<file path="src/accel_pkg.sv">
// Package: register map, field layout and timing constants of the sensor buffer stage
package accel_pkg;
    localparam logic [7:0] ADDR_X_LOW = 8'h32;
    localparam logic [7:0] ADDR_X_HIGH = 8'h33;
    localparam logic [7:0] ADDR_Y_LOW = 8'h34;
    localparam logic [7:0] ADDR_Y_HIGH = 8'h35;
    localparam logic [7:0] ADDR_Z_LOW = 8'h36;
    localparam logic [7:0] ADDR_Z_HIGH = 8'h37;
    localparam logic [7:0] ADDR_BUF_CTRL = 8'h38;
    localparam logic [7:0] ADDR_BUF_STATUS = 8'h39;
    localparam logic [7:0] ADDR_TAP_STATUS = 8'h3a;
    localparam logic [7:0] ADDR_TILT_CFG = 8'h3b;
    localparam logic [7:0] ADDR_EVENT_SRC = 8'h30;
    localparam logic [7:0] ADDR_TAP_AXES = 8'h2a;
    localparam logic [7:0] ADDR_POWER = 8'h2d;
    // Host command registers on the AXI4-Lite side, one aligned word each
    localparam logic [7:0] CMD_OFF = 8'h00;
    localparam logic [7:0] STAT_OFF = 8'h04;
    localparam logic [7:0] DATA_LO_OFF = 8'h08;
    localparam logic [7:0] DATA_HI_OFF = 8'h0c;
    // Buffer control fields
    localparam int MODE_HI = 7;
    localparam int MODE_LO = 6;
    localparam int TRIG_SRC_BIT = 5;
    localparam int COUNT_HI = 4;
    // Status fields, power sleep bit, buffer depth and reset values
    localparam int TRIG_SEEN_BIT = 7;
    localparam int WATERMARK_BIT = 1;
    localparam int DATA_READY_BIT = 7;
    localparam int SLEEP_BIT = 2;
    localparam int DEPTH = 32;
    localparam logic [7:0] BUF_CTRL_RESET = 8'h00;
    localparam logic [7:0] TILT_CFG_RESET = 8'h25;
    localparam logic [7:0] TAP_AXES_RESET = 8'h00;
    localparam logic [7:0] POWER_RESET = 8'h00;
    // Host poll interval in clock cycles (1 us at 25 MHz)
    localparam int POLL_NS = 1000;
    localparam int CLK_NS = 40;
    localparam int POLL_CYCLES = POLL_NS / CLK_NS;
    typedef enum logic [1:0] {MODE_BYPASS, MODE_FIFO, MODE_STREAM, MODE_TRIGGER} buf_mode_t;
endpackage

</file>
<file path="src/accel_link_if.sv">
// Interface: byte register port between sensor buffer stage and host
`timescale 1ns/100ps
interface accel_link_if;
    logic req;
    logic wr;
    logic burst;
    logic [7:0] addr;
    logic [7:0] wdata;
    logic ack;
    logic [7:0] rdata;
    modport device (input req, input wr, input burst, input addr, input wdata,
        output ack, output rdata);
    modport host (output req, output wr, output burst, output addr, output wdata,
        input ack, input rdata);
endinterface

</file>
<file path="src/accel_buffer_dev.sv">
// Device end: axis output bytes, 32-entry sample buffer, buffer status and tap status
`timescale 1ns/100ps
module accel_buffer_dev
    import accel_pkg::*;
#(
    parameter int DEPTH_P = DEPTH
) (
    input wire logic aclk,
    input wire logic aresetn,
    accel_link_if.device link,
    input wire logic sample_valid,
    input wire logic [47:0] sample_data,
    input wire logic first_interrupt_pin,
    input wire logic second_interrupt_pin,
    input wire logic tap_event,
    input wire logic [2:0] tap_first_axes,
    input wire logic [2:0] tap_negative
);
    localparam int PW = $clog2(DEPTH_P);
    localparam int CW = $clog2(DEPTH_P + 1);

    // ----------------------------------------------------------------
    // State
    // ----------------------------------------------------------------
    typedef struct packed {
        logic ack;
        logic [7:0] rdata;
        logic [7:0] buf_ctrl;
        logic [7:0] tilt_cfg;
        logic [7:0] tap_axes;
        logic [7:0] power;
        logic [47:0] out_stage;
        logic out_full;
        logic [PW-1:0] rd_ptr;
        logic [PW-1:0] wr_ptr;
        logic [CW-1:0] count;
        logic trig_seen;
        logic watermark;
        logic data_ready;
        logic [2:0] tap_sign;
        logic [2:0] tap_axis;
        logic pop_pending;
    } state_t;

    state_t s_r, s_nxt;
    logic [47:0] mem [DEPTH_P];

    function automatic logic is_axis_addr(input logic [7:0] a);
        return a >= ADDR_X_LOW && a <= ADDR_Z_HIGH;
    endfunction

    function automatic logic [7:0] axis_byte(input logic [47:0] d, input logic [7:0] a);
        logic [2:0] i;
        i = 3'(a - ADDR_X_LOW);
        return d[i*8 +: 8];
    endfunction

    // ----------------------------------------------------------------
    // Next state
    // ----------------------------------------------------------------
    buf_mode_t mode;
    logic [4:0] wm_count;
    logic store, drop_oldest, pop, trig_pin, mem_wr;
    logic [47:0] head;

    always_comb begin
        s_nxt = s_r;
        mode = buf_mode_t'(s_r.buf_ctrl[MODE_HI:MODE_LO]);
        wm_count = s_r.buf_ctrl[COUNT_HI:0];
        trig_pin = s_r.buf_ctrl[TRIG_SRC_BIT] ? second_interrupt_pin
            : first_interrupt_pin;
        head = mem[s_r.rd_ptr];
        store = 1'b0;
        drop_oldest = 1'b0;
        mem_wr = 1'b0;
        pop = 1'b0;
        s_nxt.ack = 1'b0;

        // Register access; read data is the value before this cycle's pop
        if (link.req && !s_r.ack) begin
            s_nxt.ack = 1'b1;
            if (link.wr) begin
                unique case (link.addr)
                    ADDR_BUF_CTRL: begin
                        s_nxt.buf_ctrl = link.wdata;
                        if (link.wdata[MODE_HI:MODE_LO] != s_r.buf_ctrl[MODE_HI:MODE_LO])
                            s_nxt.trig_seen = 1'b0;
                    end
                    ADDR_TILT_CFG: s_nxt.tilt_cfg = link.wdata;
                    ADDR_TAP_AXES: s_nxt.tap_axes = link.wdata;
                    ADDR_POWER: s_nxt.power = link.wdata;
                    default: ;
                endcase
            end else begin
                if (is_axis_addr(link.addr)) begin
                    s_nxt.rdata = axis_byte(s_r.out_stage, link.addr);
                    // Pop once per access: at burst end, or at a lone single-byte read
                    if (!link.burst)
                        s_nxt.pop_pending = 1'b1;
                end else begin
                    unique case (link.addr)
                        ADDR_BUF_CTRL: s_nxt.rdata = s_r.buf_ctrl;
                        ADDR_BUF_STATUS: s_nxt.rdata = {s_r.trig_seen, 1'b0,
                            6'(s_r.count + CW'(s_r.out_full))};
                        ADDR_TAP_STATUS: s_nxt.rdata = {1'b0, s_r.tap_sign, 1'b0,
                            s_r.tap_axis};
                        ADDR_TILT_CFG: s_nxt.rdata = s_r.tilt_cfg;
                        ADDR_TAP_AXES: s_nxt.rdata = s_r.tap_axes;
                        ADDR_POWER: s_nxt.rdata = s_r.power;
                        ADDR_EVENT_SRC: s_nxt.rdata = {s_r.data_ready, 5'h00,
                            s_r.watermark, 1'b0};
                        default: s_nxt.rdata = 8'h00;
                    endcase
                end
            end
        end

        if (s_r.pop_pending) begin
            pop = 1'b1;
            s_nxt.pop_pending = 1'b0;
            s_nxt.data_ready = 1'b0;
        end

        // Output stage refills from the buffer head after a pop
        if (pop) begin
            if (mode != MODE_BYPASS && s_r.count != '0) begin
                s_nxt.out_stage = head;
                s_nxt.rd_ptr = PW'(s_r.rd_ptr + 1'b1);
                s_nxt.count = CW'(s_r.count - 1'b1);
            end else begin
                s_nxt.out_full = 1'b0;
            end
        end

        // Trigger event latches once while in trigger mode
        if (mode == MODE_TRIGGER && trig_pin)
            s_nxt.trig_seen = 1'b1;

        // New sample; sleep stops buffer writes and data-ready
        if (sample_valid && !s_r.power[SLEEP_BIT]) begin
            s_nxt.data_ready = 1'b1;
            unique case (mode)
                MODE_BYPASS: begin
                    s_nxt.out_stage = sample_data;
                    s_nxt.out_full = 1'b1;
                end
                MODE_FIFO: store = s_nxt.count < CW'(DEPTH_P);
                MODE_STREAM: begin
                    store = 1'b1;
                    drop_oldest = s_nxt.count == CW'(DEPTH_P);
                end
                MODE_TRIGGER: begin
                    if (s_r.trig_seen) begin
                        store = s_nxt.count < CW'(DEPTH_P);
                    end else begin
                        store = 1'b1;
                        drop_oldest = s_nxt.count >= CW'(wm_count);
                    end
                end
            endcase
            if (store && !s_nxt.out_full && s_nxt.count == '0 && mode != MODE_BYPASS) begin
                s_nxt.out_stage = sample_data;
                s_nxt.out_full = 1'b1;
            end else if (store) begin
                mem_wr = 1'b1;
                s_nxt.wr_ptr = PW'(s_r.wr_ptr + 1'b1);
                if (drop_oldest)
                    s_nxt.rd_ptr = PW'(s_nxt.rd_ptr + 1'b1);
                else
                    s_nxt.count = CW'(s_nxt.count + 1'b1);
            end
        end else if (s_r.power[SLEEP_BIT]) begin
            s_nxt.data_ready = 1'b0;
        end

        // Watermark: level flag recomputed every cycle, from the count in FIFO and stream modes, else 0 unless the watermark field is 0; no clear-by-read
        if (wm_count == '0)
            s_nxt.watermark = 1'b1;
        else if (mode == MODE_FIFO || mode == MODE_STREAM)
            s_nxt.watermark = s_nxt.count >= CW'(wm_count);
        else
            s_nxt.watermark = 1'b0;

        // Tap capture on enabled axes; disabled axes have their axis bit cleared, sign bit kept
        if (tap_event) begin
            for (int i = 0; i < 3; i++) begin
                if (s_r.tap_axes[i]) begin
                    s_nxt.tap_sign[i] = tap_negative[i];
                    s_nxt.tap_axis[i] = tap_first_axes[i];
                end else begin
                    s_nxt.tap_axis[i] = 1'b0;
                end
            end
        end
    end

    // ----------------------------------------------------------------
    // Registers
    // ----------------------------------------------------------------
    always_ff @(posedge aclk) begin
        if (!aresetn) begin
            s_r <= '0;
            s_r.buf_ctrl <= BUF_CTRL_RESET;
            s_r.tilt_cfg <= TILT_CFG_RESET;
            s_r.tap_axes <= TAP_AXES_RESET;
            s_r.power <= POWER_RESET;
        end else begin
            s_r <= s_nxt;
        end
    end

    always_ff @(posedge aclk) begin
        if (mem_wr)
            mem[s_r.wr_ptr] <= sample_data;
    end

    assign link.ack = s_r.ack;
    assign link.rdata = s_r.rdata;
endmodule

</file>
<file path="src/flat_wrapper.sv">
// flat-port wrapper written by rule: the top's interface ports become plain ports
module accel_buffer_dev_flat import accel_pkg::*;
#(
    parameter int DEPTH_P = DEPTH
)
  (aclk, aresetn, sample_valid, sample_data, first_interrupt_pin, second_interrupt_pin, tap_event, tap_first_axes, tap_negative, link_req, link_wr, link_burst, link_addr, link_wdata, link_ack, link_rdata);
  accel_link_if link_i ();
  input wire logic aclk;
  input wire logic aresetn;
  input wire logic sample_valid;
  input wire logic [47:0] sample_data;
  input wire logic first_interrupt_pin;
  input wire logic second_interrupt_pin;
  input wire logic tap_event;
  input wire logic [2:0] tap_first_axes;
  input wire logic [2:0] tap_negative;
  input wire logic [$bits(link_i.req)-1:0] link_req;
  input wire logic [$bits(link_i.wr)-1:0] link_wr;
  input wire logic [$bits(link_i.burst)-1:0] link_burst;
  input wire logic [$bits(link_i.addr)-1:0] link_addr;
  input wire logic [$bits(link_i.wdata)-1:0] link_wdata;
  output wire logic [$bits(link_i.ack)-1:0] link_ack;
  output wire logic [$bits(link_i.rdata)-1:0] link_rdata;
  assign link_i.req = link_req;
  assign link_i.wr = link_wr;
  assign link_i.burst = link_burst;
  assign link_i.addr = link_addr;
  assign link_i.wdata = link_wdata;
  assign link_ack = link_i.ack;
  assign link_rdata = link_i.rdata;
  accel_buffer_dev #(.DEPTH_P(DEPTH_P)) u_core (.aclk(aclk), .aresetn(aresetn), .link(link_i), .sample_valid(sample_valid), .sample_data(sample_data), .first_interrupt_pin(first_interrupt_pin), .second_interrupt_pin(second_interrupt_pin), .tap_event(tap_event), .tap_first_axes(tap_first_axes), .tap_negative(tap_negative));
endmodule
</file>
<file path="config.mk">
export PLATFORM = sky130hd
export DESIGN_NAME = accel_buffer_dev_flat
export DESIGN_NICKNAME = d
export VERILOG_FILES = /design/src/accel_pkg.sv /design/src/accel_link_if.sv /design/src/accel_buffer_dev.sv /design/src/flat_wrapper.sv
export SDC_FILE = /design/constraint.sdc
export NUM_CORES = 1
export LEC_CHECK = 0
export BUFFER_PORTS_ARGS = -buffer_cell sky130_fd_sc_hd__buf_4
export CAP_MARGIN = 5
export CORE_ASPECT_RATIO = 0.75
export CORE_UTILIZATION = 50
export DETAILED_ROUTE_END_ITERATION = 10
export PLACE_DENSITY = 0.66
export REMOVE_ABC_BUFFERS = 1
export SLEW_MARGIN = 10
export SYNTH_ARGS = -nofsm -noshare
export SYNTH_HDL_FRONTEND = slang
export SYNTH_SLANG_ARGS = --single-unit
export TNS_END_PERCENT = 5
</file>
<file path="constraint.sdc">
create_clock -name aclk -period 12.8 [get_ports aclk]
set_input_delay 2.56 -clock aclk [delete_from_list [all_inputs] [get_ports aclk]]
set_output_delay 2.56 -clock aclk [all_outputs]
set_load 0.02 [all_outputs]
</file>
==> results_dict.tcl <==
set metrics [dict create \
    status "finished clean" \
    finalWeightedCongestion 0.862 \
    finalNetCount 3242 \
    dp_hpwl_um 94500 \
    final-setup-viol-count 0 \
    synthTopCellsByArea "edfxtp_1 (71%), mux4_2 (17%), dfxtp_1 (3.6%)" \
    synth_area_um2 64900 \
    synth_seq_cells 1652 \
    clockBufferDepth 3 \
    finalInstanceArea_um2 72500 \
    drive_above_1_share_pct 29.0 \
    grt_pass1_vias 31448 \
    max_cap_violations 0 \
    tritoncts "done" \
    avgViaCountPerCell 6.36 \
    period_minus_slack_ps 6090 \
    timing.rr.start "u_core.mode[0]$_SDFFE_PN0P_" \
    tightest_slew_ps 1020 \
    whs_ps 474 \
    clk_pin_slew_ps 60 \
    fin_worst_skew_ps 31.4 \
    yosysWarnings 0 \
    wirelength_um 160000 \
    io_buffers 87 \
    synth.distinct_cells 73 \
    holdPathStages 2 \
    crit_start "u_core.mode[0]$_SDFFE_PN0P_" \
    synth_edf_count 1536 \
    vias 31814 \
    std_cell_rows 114 \
    peakVddDrop_uv 148 \
    crit_fanout 48 \
    ant_nets 0 \
    max_freq_mhz 164 \
    clk_latency_ps 790 \
    synth-main-ff-cell "edfxtp_1" \
    rsz0062_at_grt "false" \
    grt_first_pass_wirelength_um 232000 \
    crit_arrival_ps 6720 \
    firstDrtPassIters 8 \
    pin_count 88 \
    post_cts_buffers 0 \
    die_y_um 314 \
    leakagePower_nw 21.6 \
    hp-start "u_core.s_r[93]$_SDFFE_PN1P_" \
    holdBufCountCts 0 \
    period_share_pct 47.6 \
    avgRoutedWirePerCell_um 32.0 \
    clock-sinks 1652 \
    path_class "register to register" \
    power_density_nw_per_um2 147 \
    synthMostInstantiatedCell "edfxtp_1" \
    synth_top_cell_area_share_pct 71.1 \
    fp.dieW_um 418 \
    dpl-instance-area_um2 67600 \
    slew_viol_final 0 \
    drtIter0Drc 4241 \
    avgSynthCellArea_um2 21.4 \
    die_area_um2 131000 \
    synth_seq_area_share_pct 74.7 \
    cp-start-kind "register" \
    cts.root.buffer_cell "clkbuf_16" \
    antenna_found_initial 8 \
    relSlewSlack_pct 31.8 \
    hold_viol 0 \
    worst_ep_required_time_ps 13430 \
    track_usage_pct 24.8 \
    worst_setup_path_end_kind "register" \
    synth_commonest_cells "edfxtp_1 (1,536), mux4_2 (488), nand2_1 (144)" \
    worstHoldPathType "register to register" \
    grt_max_degree 126 \
    yosys.area.top_type "edfxtp_1" \
    overflow 0 \
    postCtsResizedCells 0 \
    numCtsBuffers 155 \
    finalPower_mw 10.6 \
    start_util_pct 50.4 \
    reg2regPathDepth 22 \
    drc 0 \
    syn_inst 3026 \
    cts-htree-levels 4 \
    core_region_area_um2 129000 \
    area_delta_synth_final_pct 11.8 \
    async_flop_share_pct 0 \
]
logic make-up (layout without fill, tap and decap cells):
logic type | count (synthesis) | after routing | synth area share (%)
AOI/OAI and AO/OA | 216 | 216 | 2.46
xor gates and xnor gates | 14 | 14 | 0.189
adders and majority gates | 26 | 26 | 0.501
buffers and inverters | 205 | 441 | 1.42
DFF | 1652 | 1652 | 74.7
muxes | 580 | 580 | 18.4
other | 0 | 1 | 0
and+or+nand+nor | 333 | 333 | 2.39
where the power goes:
group / switching (mW) / internal (mW)
Sequential: 0.0114 / 5.90
Combinational: 0.142 / 0.0381
Clock: 1.97 / 2.57
Total: 2.13 / 8.51
worst max-delay path: stages, from the launching register on:
cell and delay [ps]:
dfxtp_1 460, inv_1 100, ha_1 320, nand2b_1 240, a21oi_4 120, buf_4 490, xnor2_1 280, ha_1 300
nand2b_1 140, a2111oi_0 470, nor3_1 160, o311ai_1 410, and2_1 390, a21oi_1 140, or2_2 310, ha_1 280
nand2b_1 150, a21o_1 180, a21o_1 180, a21o_1 190, a21o_1 180, a2111oi_0 340, nor3_1 110
final timing paths:
check | end | slack, ps
setup / recovery | u_core.s_r[8]$_SDFF_PN0_ | 6710
hold / removal | u_core.s_r[93]$_SDFFE_PN1P_ | 470
setup reg to reg | u_core.s_r[8]$_SDFF_PN0_ | 6710
hold reg to reg | u_core.s_r[93]$_SDFFE_PN1P_ | 470
cell usage in the layout (no fill, tap or decap), types with 39 or more instances in the layout:
cell / n
edfxtp_1: 1536
mux4_2: 488
clkbuf_16: 160
nand2_1: 144
buf_4: 134
dfxtp_1: 111
mux2i_1: 83
a21oi_1: 65
nor2_1: 52
clkbuf_1: 39
metal layers:
| metal | vias to the layer above | global-route usage (%) | share of wire, % |
|---|---|---|---|
| met5 | - | 0 | 0 |
| met4 | 0 | 8.62 | 3.1 |
| met3 | 216 | 4.39 | 9.1 |
| met2 | 1681 | 36.9 | 46 |
| met1 | 17022 | 37.4 | 42 |
| li1 | 12895 | - | - |
cell type report:
class	instances	area, um^2
clock inverters	77	723
inverters	21	81.3
diodes	1	2.50
clock buffers	205	4230
repair buffers	138	1090
multi-input cells	1169	15800
fillers	9381	56300
flip-flops and latches	1652	48500
well taps	1740	2180
state kept, by name, summed over array words and instances (netlist names):
name	count
u_core.s_r	105
u_core.link.rdata	8
u_core.mem	1536
u_core.mode	2
u_core.link.ack	1
metrics by stage:
stage          setup TNS (ps)  setup WS (ps)  utilization, %  std cells
6_report                    0           6710            56.3       5003
5_1_grt                     0           6250            56.3       5003
4_1_cts                     0           6720            56.3       5002
3_5_place_dp                0           6690            52.5       4720
3_3_place_gp                0           6490            52.5       4720
2_1_floorplan         -256470          -4870               -       2842
Note: power is estimated with default switching activity, not from simulation.
